## src/bsp_cfg.svh

```systemverilog
// timing, bus map and field constants for the boost switch pulse and fault logic
`ifndef BSP_CFG_SVH
`define BSP_CFG_SVH
`define BSP_CLK_HZ 125000000
`define BSP_SW_HZ 200000
`define BSP_SW_PERIOD_CYC (`BSP_CLK_HZ / `BSP_SW_HZ)
`define BSP_DUTY_CAP_CYC (`BSP_SW_PERIOD_CYC / 2)
`define BSP_BOOST_LEB_NS 80
`define BSP_BOOST_LEB_CYC ((`BSP_BOOST_LEB_NS * 125 + 999) / 1000)
`define BSP_LOAD_LEB_NS 600
`define BSP_LOAD_LEB_CYC ((`BSP_LOAD_LEB_NS * 125 + 999) / 1000)
`define BSP_CNT_W 10
`define BSP_ADDR_W 12
`define BSP_CTRL_ADDR 12'h000
`define BSP_STATUS_ADDR 12'h004
`define BSP_EVENT_ADDR 12'h008
`define BSP_CTRL_RST 32'h0000_0001
`define BSP_CTRL_EN_BIT 0
`define BSP_FLAG_W 9
`define BSP_F_LSL 0
`define BSP_F_ISL 1
`define BSP_F_HRL 2
`define BSP_F_OVV 3
`define BSP_F_LOC 4
`define BSP_F_TZ 5
`define BSP_F_TX 6
`define BSP_F_PK 7
`define BSP_F_DIM 8
`define BSP_EV_W 4
`define BSP_EV_OC 0
`define BSP_EV_OV 1
`define BSP_EV_STUCK 2
`define BSP_EV_SUPPLY 3
`endif

```

## src/bsp_pkg.sv

```systemverilog
// state type for the boost switch pulse and fault logic
package bsp_pkg;
  typedef enum logic [2:0] {
    bsp_st_idle = 3'h0,
    bsp_st_run = 3'h1,
    bsp_st_fault = 3'h3,
    bsp_st_clear = 3'h2,
    bsp_st_retry = 3'h6
  } bsp_state_t;
endpackage : bsp_pkg

```

## src/bsp_top.sv

```systemverilog
// boost gate pulse generator, fault state logic and apb control registers
// Summary of operation
// - end the boost gate pulse when the peak current flag is seen
// - also end the pulse at half the period, whichever comes first
// - oscillator runs at a fixed 200 kHz with constant period
// - gate pulses only while the boost converter is enabled
// - dimming rise restarts a fresh cycle, dimming fall stops the oscillator
// - peak flag ignored for a short blanking time at each pulse start
// - power-on reset initialises all state logic
// - both gates stay off during start-up and reset
// - logic supply low flag comes from a 4.4V/4.6V hysteresis comparator
// - input supply low flag blocks the first start of the boost
// - headroom low turns the flyback off, clearing it turns it back on
// - headroom shutdown applies only while the input supply is adequate
// - headroom low flag comes from a 0.47V/0.92V hysteresis comparator
// - overvoltage flag comes from a 1V/0.5V hysteresis comparator
// - load overcurrent turns the load switch off and enters fault
// - load overcurrent ignored for at least 600 ns after load turn-on
// - timer at zero flag means the timer has been reset
// - timer expired flag ends a timed interval
// - regular operation enables boost, load switch, amplifier and stuck timing
// - timer clear output discharges the timer capacitor
// - oc/ov fault holds while present, then retry delay, restart on expiry
// - dimming low for a ninth of retry delay is a fault with retry
// - input supply low in regular operation faults and restarts at once
// - flyback forced off on overvoltage and on headroom low in operation
//
// Design decisions made here: the register offsets and the APB slave port.
`timescale 1ns/1ps
`default_nettype none
`include "bsp_cfg.svh"

module bsp_top
  import bsp_pkg::*;
(
  // clock and reset
  input wire logic clock_in,
  input wire logic rst_in,
  // apb slave
  input wire logic psel_in,
  input wire logic penable_in,
  input wire logic pwrite_in,
  input wire logic [`BSP_ADDR_W-1:0] paddr_in,
  input wire logic [31:0] pwdata_in,
  output logic [31:0] prdata_out,
  output logic pready_out,
  output logic pslverr_out,
  // comparator flags, asynchronous
  input wire logic logic_supply_low_in,
  input wire logic input_supply_low_in,
  input wire logic headroom_low_in,
  input wire logic output_over_voltage_in,
  input wire logic load_over_current_in,
  input wire logic timer_at_zero_in,
  input wire logic timer_expired_in,
  input wire logic peak_current_in,
  input wire logic dimming_pwm_in,
  // power stage controls
  output logic boost_gate_out,
  output logic load_gate_out,
  output logic regular_operation_en_out,
  output logic timer_clear_out,
  output logic flyback_off_out
);

  localparam logic [`BSP_CNT_W-1:0] PERIOD_C = `BSP_CNT_W'(`BSP_SW_PERIOD_CYC);
  localparam logic [`BSP_CNT_W-1:0] CAP_C = `BSP_CNT_W'(`BSP_DUTY_CAP_CYC);
  localparam logic [`BSP_CNT_W-1:0] BLEB_C = `BSP_CNT_W'(`BSP_BOOST_LEB_CYC);
  localparam logic [`BSP_CNT_W-1:0] LLEB_C = `BSP_CNT_W'(`BSP_LOAD_LEB_CYC);
  localparam logic [`BSP_CNT_W-1:0] ONE_C = `BSP_CNT_W'(1);

  // synchroniser; first stage feeds only the second
  logic [`BSP_FLAG_W-1:0] meta_q;
  logic [`BSP_FLAG_W-1:0] flag_q;
  logic [`BSP_FLAG_W-1:0] flag_raw;

  assign flag_raw = {dimming_pwm_in, peak_current_in, timer_expired_in,
    timer_at_zero_in, load_over_current_in, output_over_voltage_in, headroom_low_in,
    input_supply_low_in, logic_supply_low_in};

  always_ff @(posedge clock_in) begin
    if (rst_in) begin
      meta_q <= '0;
      flag_q <= '0;
    end else begin
      meta_q <= flag_raw;
      flag_q <= meta_q;
    end
  end

  // hysteresis lives in the analog comparators; flags used as levels
  logic lsl_s;
  logic isl_s;
  logic hrl_s;
  logic ovv_s;
  logic loc_s;
  logic tz_s;
  logic tx_s;
  logic pk_s;
  logic dim_s;

  assign lsl_s = flag_q[`BSP_F_LSL];
  assign isl_s = flag_q[`BSP_F_ISL];
  assign hrl_s = flag_q[`BSP_F_HRL];
  assign ovv_s = flag_q[`BSP_F_OVV];
  assign loc_s = flag_q[`BSP_F_LOC];
  assign tz_s = flag_q[`BSP_F_TZ];
  assign tx_s = flag_q[`BSP_F_TX];
  assign pk_s = flag_q[`BSP_F_PK];
  assign dim_s = flag_q[`BSP_F_DIM];

  // registers
  bsp_state_t state_q, state_d;
  logic supply_cause_q;
  logic [31:0] ctrl_q;
  logic [`BSP_EV_W-1:0] event_q;
  logic run_q;
  logic [`BSP_CNT_W-1:0] cnt_q;
  logic gate_q;
  logic load_q;
  logic [`BSP_CNT_W-1:0] lleb_q;
  logic rop_q;
  logic tclr_q;
  logic fbo_q;

  logic enable;
  logic in_run;

  assign enable = ctrl_q[`BSP_CTRL_EN_BIT];
  assign in_run = state_q == bsp_st_run;

  // load switch overcurrent, blanked after each load turn-on
  // the drain discharge spike would otherwise trip a false fault
  logic lleb_done;
  logic oc_hit;
  logic ov_hit;
  logic stuck_hit;
  logic supply_hit;

  assign lleb_done = lleb_q >= LLEB_C;
  assign oc_hit = in_run && load_q && loc_s && lleb_done;
  assign ov_hit = in_run && ovv_s;
  assign stuck_hit = in_run && !dim_s && tx_s;
  assign supply_hit = in_run && isl_s;

  // fault state logic
  always_comb begin
    state_d = state_q;
    unique case (state_q)
      bsp_st_idle: begin
        if (enable && !isl_s && !ovv_s && !loc_s) begin
          state_d = bsp_st_run;
        end
      end
      bsp_st_run: begin
        if (supply_hit || oc_hit || ov_hit || stuck_hit) begin
          state_d = bsp_st_fault;
        end else if (!enable) begin
          state_d = bsp_st_idle;
        end
      end
      bsp_st_fault: begin
        if (supply_cause_q) begin
          if (!isl_s) begin
            state_d = bsp_st_idle;
          end
        end else if (!ovv_s && !loc_s) begin
          state_d = bsp_st_clear;
        end
      end
      bsp_st_clear: begin
        if (tz_s) begin
          state_d = bsp_st_retry;
        end
      end
      bsp_st_retry: begin
        if (tx_s) begin
          state_d = bsp_st_idle;
        end
      end
      default: state_d = bsp_st_idle;
    endcase
    if (lsl_s) begin
      state_d = bsp_st_idle;
    end
  end

  always_ff @(posedge clock_in) begin
    if (rst_in) begin
      state_q <= bsp_st_idle;
    end else begin
      state_q <= state_d;
    end
  end

  // remembers whether this fault may skip the retry delay
  logic fault_entry;

  assign fault_entry = in_run && (state_d == bsp_st_fault);

  always_ff @(posedge clock_in) begin
    if (rst_in) begin
      supply_cause_q <= 1'b0;
    end else if (fault_entry) begin
      supply_cause_q <= supply_hit;
    end
  end

  // oscillator: counter wraps every period, restarts when run begins
  // short blanking keeps small duties reachable
  logic osc_run;
  logic cyc_start;
  logic [`BSP_CNT_W-1:0] cnt_d;
  logic cap_hit;
  logic peak_hit;
  logic gate_d;

  assign osc_run = in_run && dim_s && !lsl_s;
  assign cyc_start = osc_run && (!run_q || cnt_q == PERIOD_C - ONE_C);
  assign cnt_d = (!osc_run || cyc_start) ? '0 : cnt_q + ONE_C;
  assign cap_hit = cnt_d >= CAP_C;
  assign peak_hit = pk_s && cnt_q >= BLEB_C;
  assign gate_d = osc_run && (cyc_start || (gate_q && !cap_hit && !peak_hit));

  always_ff @(posedge clock_in) begin
    if (rst_in) begin
      run_q <= 1'b0;
      cnt_q <= '0;
      gate_q <= 1'b0;
    end else begin
      run_q <= osc_run;
      cnt_q <= cnt_d;
      gate_q <= gate_d;
    end
  end

  // load switch follows dimming while in regular operation
  logic load_d;
  logic [`BSP_CNT_W-1:0] lleb_d;

  assign load_d = in_run && dim_s && !oc_hit && !lsl_s;
  // blanking counter saturates so it never wraps back into blanking
  assign lleb_d = !load_q ? '0 : (lleb_done ? lleb_q : lleb_q + ONE_C);

  always_ff @(posedge clock_in) begin
    if (rst_in) begin
      load_q <= 1'b0;
      lleb_q <= '0;
    end else begin
      load_q <= load_d;
      lleb_q <= lleb_d;
    end
  end

  // stage controls; timer held clear in operation while dimming is high
  logic rop_d;
  logic tclr_d;
  logic fbo_d;

  assign rop_d = state_d == bsp_st_run;
  assign tclr_d = (state_d == bsp_st_idle) || (state_d == bsp_st_fault) ||
    (state_d == bsp_st_clear) || (rop_d && dim_s);
  assign fbo_d = ovv_s || (hrl_s && !isl_s && in_run);

  always_ff @(posedge clock_in) begin
    if (rst_in) begin
      rop_q <= 1'b0;
      tclr_q <= 1'b1;
      fbo_q <= 1'b0;
    end else begin
      rop_q <= rop_d;
      tclr_q <= tclr_d;
      fbo_q <= fbo_d;
    end
  end

  // apb slave, zero wait states
  logic acc;
  logic hit_ctrl;
  logic hit_stat;
  logic hit_ev;
  logic mapped;
  logic wr_ctrl;
  logic wr_ev;
  logic [`BSP_EV_W-1:0] ev_set;
  logic [`BSP_EV_W-1:0] ev_clr;
  logic [31:0] status_w;
  logic [31:0] rd_mux;
  logic rd_setup;
  logic [31:0] rdata_d;
  logic [31:0] rdata_q;

  assign acc = psel_in && penable_in;
  assign hit_ctrl = paddr_in == `BSP_CTRL_ADDR;
  assign hit_stat = paddr_in == `BSP_STATUS_ADDR;
  assign hit_ev = paddr_in == `BSP_EVENT_ADDR;
  assign mapped = hit_ctrl || hit_stat || hit_ev;
  assign wr_ctrl = acc && pwrite_in && hit_ctrl;
  assign wr_ev = acc && pwrite_in && hit_ev;
  assign ev_set = {supply_hit, stuck_hit, ov_hit, oc_hit};
  // set wins over a write-one-to-clear in the same cycle
  assign ev_clr = wr_ev ? pwdata_in[`BSP_EV_W-1:0] : '0;
  assign status_w = {16'h0000, 4'h0, load_q, gate_q, rop_q, tclr_q,
    1'b0, state_q, 1'b0, fbo_q, 1'b0, 1'b0} | {23'h000000, flag_q};
  assign rd_mux = hit_ctrl ? ctrl_q : hit_stat ? status_w :
    hit_ev ? {28'h0000000, event_q} : 32'h0000_0000;

  // read word captured in the setup cycle, so prdata leaves a flop
  // without a wait state; it is a snapshot of that cycle
  assign rd_setup = psel_in && !penable_in && !pwrite_in;
  assign rdata_d = rd_setup ? rd_mux : 32'h0000_0000;

  always_ff @(posedge clock_in) begin
    if (rst_in) begin
      ctrl_q <= `BSP_CTRL_RST;
    end else if (wr_ctrl) begin
      ctrl_q <= {31'h00000000, pwdata_in[`BSP_CTRL_EN_BIT]};
    end
  end

  always_ff @(posedge clock_in) begin
    if (rst_in) begin
      event_q <= '0;
    end else begin
      event_q <= (event_q & ~ev_clr) | ev_set;
    end
  end

  always_ff @(posedge clock_in) begin
    if (rst_in) begin
      rdata_q <= 32'h0000_0000;
    end else begin
      rdata_q <= rdata_d;
    end
  end

  assign pready_out = 1'b1;
  assign pslverr_out = acc && !mapped;
  assign prdata_out = rdata_q;

  assign boost_gate_out = gate_q;
  assign load_gate_out = load_q;
  assign regular_operation_en_out = rop_q;
  assign timer_clear_out = tclr_q;
  assign flyback_off_out = fbo_q;

endmodule : bsp_top
`default_nettype wire
```

## config.mk

```make
export PLATFORM = sky130hd
export DESIGN_NAME = bsp_top
export DESIGN_NICKNAME = d
export VERILOG_FILES = /design/src/bsp_pkg.sv /design/src/bsp_top.sv
export VERILOG_INCLUDE_DIRS = /design/src /design/src/src
export SDC_FILE = /design/constraint.sdc
export NUM_CORES = 1
export LEC_CHECK = 0
export BUFFER_PORTS_ARGS = -buffer_cell sky130_fd_sc_hd__buf_4
export CAP_MARGIN = 20
export CORE_ASPECT_RATIO = 0.7
export CORE_MARGIN = 3
export CORE_UTILIZATION = 44
export CTS_CLUSTER_DIAMETER = 80
export DETAILED_ROUTE_END_ITERATION = 10
export GPL_TIMING_DRIVEN = 0
export PLACE_DENSITY = 0.75
export SLEW_MARGIN = 20
export SYNTH_ARGS = -nofsm -noshare
export SYNTH_HDL_FRONTEND = slang
export SYNTH_SLANG_ARGS = --single-unit
```

## constraint.sdc

```tcl
create_clock -name clock_in -period 1.8 [get_ports clock_in]
set_input_delay 0.09 -clock clock_in [delete_from_list [all_inputs] [get_ports clock_in]]
set_output_delay 0.09 -clock clock_in [all_outputs]
set_load 0.02 [all_outputs]
```

==> impl_metrics.tcl <==
set metrics [dict create \
    cp_common_cell "buf_6" \
    synth_top_family_by_area "simple AND/OR/NAND/NOR gates" \
    crit_family "simple AND/OR/NAND/NOR gates" \
    outcome "finished clean" \
    slowest_stage "or4b_1" \
    grt_max_degree 11 \
    cp.depth 7 \
    slew_viol_final 0 \
    first_pass_iters 5 \
    grt_first_pass_wirelength_um 9300 \
    die_area_mm2 0.00719 \
    synthAdderAreaFrac_pct 1.84 \
    antenna_found_initial 0 \
    rsz0062_at_grt "yes" \
    synthFlopType "dfxtp_1" \
    p_sw_share_pct 22.2 \
    synth_area_mm2 0.00273 \
    fp.dieW_um 100 \
    layout-drive-gt1-share_pct 28.5 \
    crit_arrival_ps 1960 \
    start_util_pct 46.4 \
    synthMostInstantiatedCell "dfxtp_1" \
    slowest_delay_ps 430 \
    place_congestion 0.884 \
    grt_util_all_layers_pct 16.6 \
    clockRootBuffer "clkbuf_8" \
    clock.fmax_ghz 0.573 \
    cts_made_buffers 9 \
    min_path_type "in2reg" \
    yosysTopAreaCell "dfxtp_1" \
    ios 97 \
    ir_drop_v 0.000487 \
    ff2ff_path_depth 7 \
    first_iter_violations 218 \
    postPlaceCellArea_mm2 0.00325 \
    dp.cells 436 \
    power_density_mw_per_mm2 799 \
    finalSetupViolations 0 \
    grt_pass1_vias 1959 \
    overflow 0 \
    ys_ff_latch 65 \
    cp_cell_sequence "buf_6 -> or4b_1 -> or3_4 -> nand4_1 -> or2_2 -> buf_6 -> nor2_1" \
    rows 23 \
    relSlewSlack_pct 57.9 \
    cts_sinks 65 \
    die_y_um 71.9 \
    hold_viol 0 \
    synth_compound_area_share_pct 11.0 \
    vias_per_cell 4.77 \
    detail-route-antenna-nets 0 \
    cp.required_ps 2020 \
    worst_slew_pin_slew_ps 626 \
    num_vias 2245 \
    max-cap-violations 0 \
    p_sw_mw 0.650 \
    fin_crit_sh_pct 97.0 \
    wl_per_cell_um 12.6 \
    drc 0 \
    syn_avg_cell_area_um2 9.24 \
    p_comb_share_pct 9.2 \
    diodes 0 \
    synth_top_cells_by_count "65 x dfxtp_1, 28 x nor2_1, 25 x nor2b_1" \
    crit_type "reg2reg" \
    dpl.hpwl_um 4170 \
    timing.hold.ws_ps 57.3 \
    hold-path-cell-count 3 \
    stdcell_count 471 \
    clk_latency_ps 330 \
    tritoncts "yes" \
    synth-simple-area-share_pct 25.0 \
    fin_skew_ps 10.1 \
    area_growth_pct 34.6 \
    critPathCaptureType "flop" \
    synthTopCellsByArea "dfxtp_1 48%, buf_4 5.8%, nor2b_1 5.7%" \
    core_area_mm2 0.00587 \
    cts_buffer_depth 2 \
    yosysTopAreaCellShare_pct 47.7 \
    clkPwrFrac_pct 39.9 \
    path_max_fanout 10 \
    cts_htree_levels 3 \
    p_int_mw 2.28 \
    syn_inst 295 \
    fin_crit_ps 1750 \
    async_flop_share_pct 0 \
    synth-edff-count 0 \
    routed_wl_um 5960 \
    layout.nets 453 \
    clkSlewWorstSetupHoldPaths_ps 60 \
    ys_warn_count 0 \
    synth_cell_type_count 50 \
    yosys.area_share.xor_xnor_pct 4.18 \
    power.leakage_nw 1.57 \
    post-route-cell-area_mm2 0.00367 \
    seq_area_frac_synth_pct 47.7 \
    port_buffers 47 \
    path_buf_inv 2 \
    pwr-share-seq_pct 50.9 \
    start_kind "flop" \
    synth_mux_area_share_pct 1.10 \
]
## metal layers
layer | global-route usage [%] | wire length [um] | part of all wire [%]
met5 | 0 | 0 | 0
met1 | 23.3 | 2880 | 48
met3 | 6.32 | 642 | 11
met2 | 23.6 | 2400 | 40
met4 | 5.38 | 31 | 0.52
## kinds of logic after synthesis
logic type | count (synthesis)
and+or+nand+nor | 124
DFF | 65
AOI/OAI and AO/OA | 43
buffers and inverters | 41
xor gates and xnor gates | 13
adders and majority gates | 4
muxes | 3
other | 2
## worst reg2reg max path: stages (launching register included)
cell and delay [ps]:
dfxtp_2 320, buf_6 110, or4b_1 430, or3_4 340, nand4_1 120, or2_2 120, buf_6 130, nor2_1 70
## layout by cell type (no fill, tap or decap), types with 3 or more instances in the layout
master and count:
xor2_1 11, o21a_1 5, nand4_1 5, dfxtp_2 4
clkbuf_8 10, nor2_1 27, mux2i_1 3, o21ai_0 4
dfxtp_1 60, clkbuf_1 9, and2_1 10, a31oi_1 3
conb_1 21, nor2b_1 25, nand2_1 15, buf_4 78
a21oi_1 13, nand2b_1 4, nor3_1 6, a21bo_2 3
inv_1 10, nand3_1 10, and3_1 3, nor4_1 5
dlygate4sd3_1 11
## metrics by stage
step / setup slack [ps] / setup TNS (ps) / power (mW) / utilization (%)
finish: 53.4 / 0 / 2.93 / 62.5
global route: -25.0 / -111 / 3.05 / 62.5
CTS: 20.9 / 0 / 2.96 / 60.8
detailed placement: -165 / -2430 / 1.77 / 55.3
global placement: -167 / -1980 / 1.76 / 55.3
floorplan: 55.9 / 0 / 1.68 / -
## power groups by stage
stage / Combinational (mW) / Clock (mW) / Sequential [mW]
finish: 0.270 / 1.17 / 1.49
CTS: 0.263 / 1.20 / 1.49
global route: 0.292 / 1.26 / 1.49
detailed placement: 0.244 / 0 / 1.52
floorplan: 0.152 / 0 / 1.52
global placement: 0.241 / 0 / 1.52
## layout make-up
type	instances	area, um^2
buffer	29	203
fill	482	2200
timing repair buffer	68	538
sequential	65	1310
clock buffer	13	149
inverter	10	37.5
multi-input combinational	208	1300
tap	75	93.8
clock inverter	3	40.0
## sequential cells by signal (all words and copies together), names as in the netlist, 3 cells and up
| register | cells |
|---|---|
| cnt_q | 10 |
| event_q | 4 |
| flag_q | 9 |
| lleb_q | 10 |
| meta_q | 9 |
| prdata_out | 12 |
| state_q | 3 |
## final timing paths
path	startpoint	slack (ps)	endpoint
worst max-delay path	cnt_q[4]$_SDFF_PP0_	50	cnt_q[3]$_SDFF_PP0_
worst min-delay path	pwdata_in[2]	60	event_q[2]$_SDFF_PP0_
worst max register to register	cnt_q[4]$_SDFF_PP0_	50	cnt_q[3]$_SDFF_PP0_
worst min register to register	meta_q[8]$_SDFF_PP0_	430	flag_q[8]$_SDFF_PP0_
## timing repair
action / in CTS / in global routing
buffers inserted: 2 / 8
pin swaps: 2 / 4
hold endpoints to repair: 11 / 0
setup endpoints to repair: 20 / 18
gates resized for setup: 4 / 12
hold buffers: 11 / 0
No activity file was read; power rests on OpenSTA's default activity.
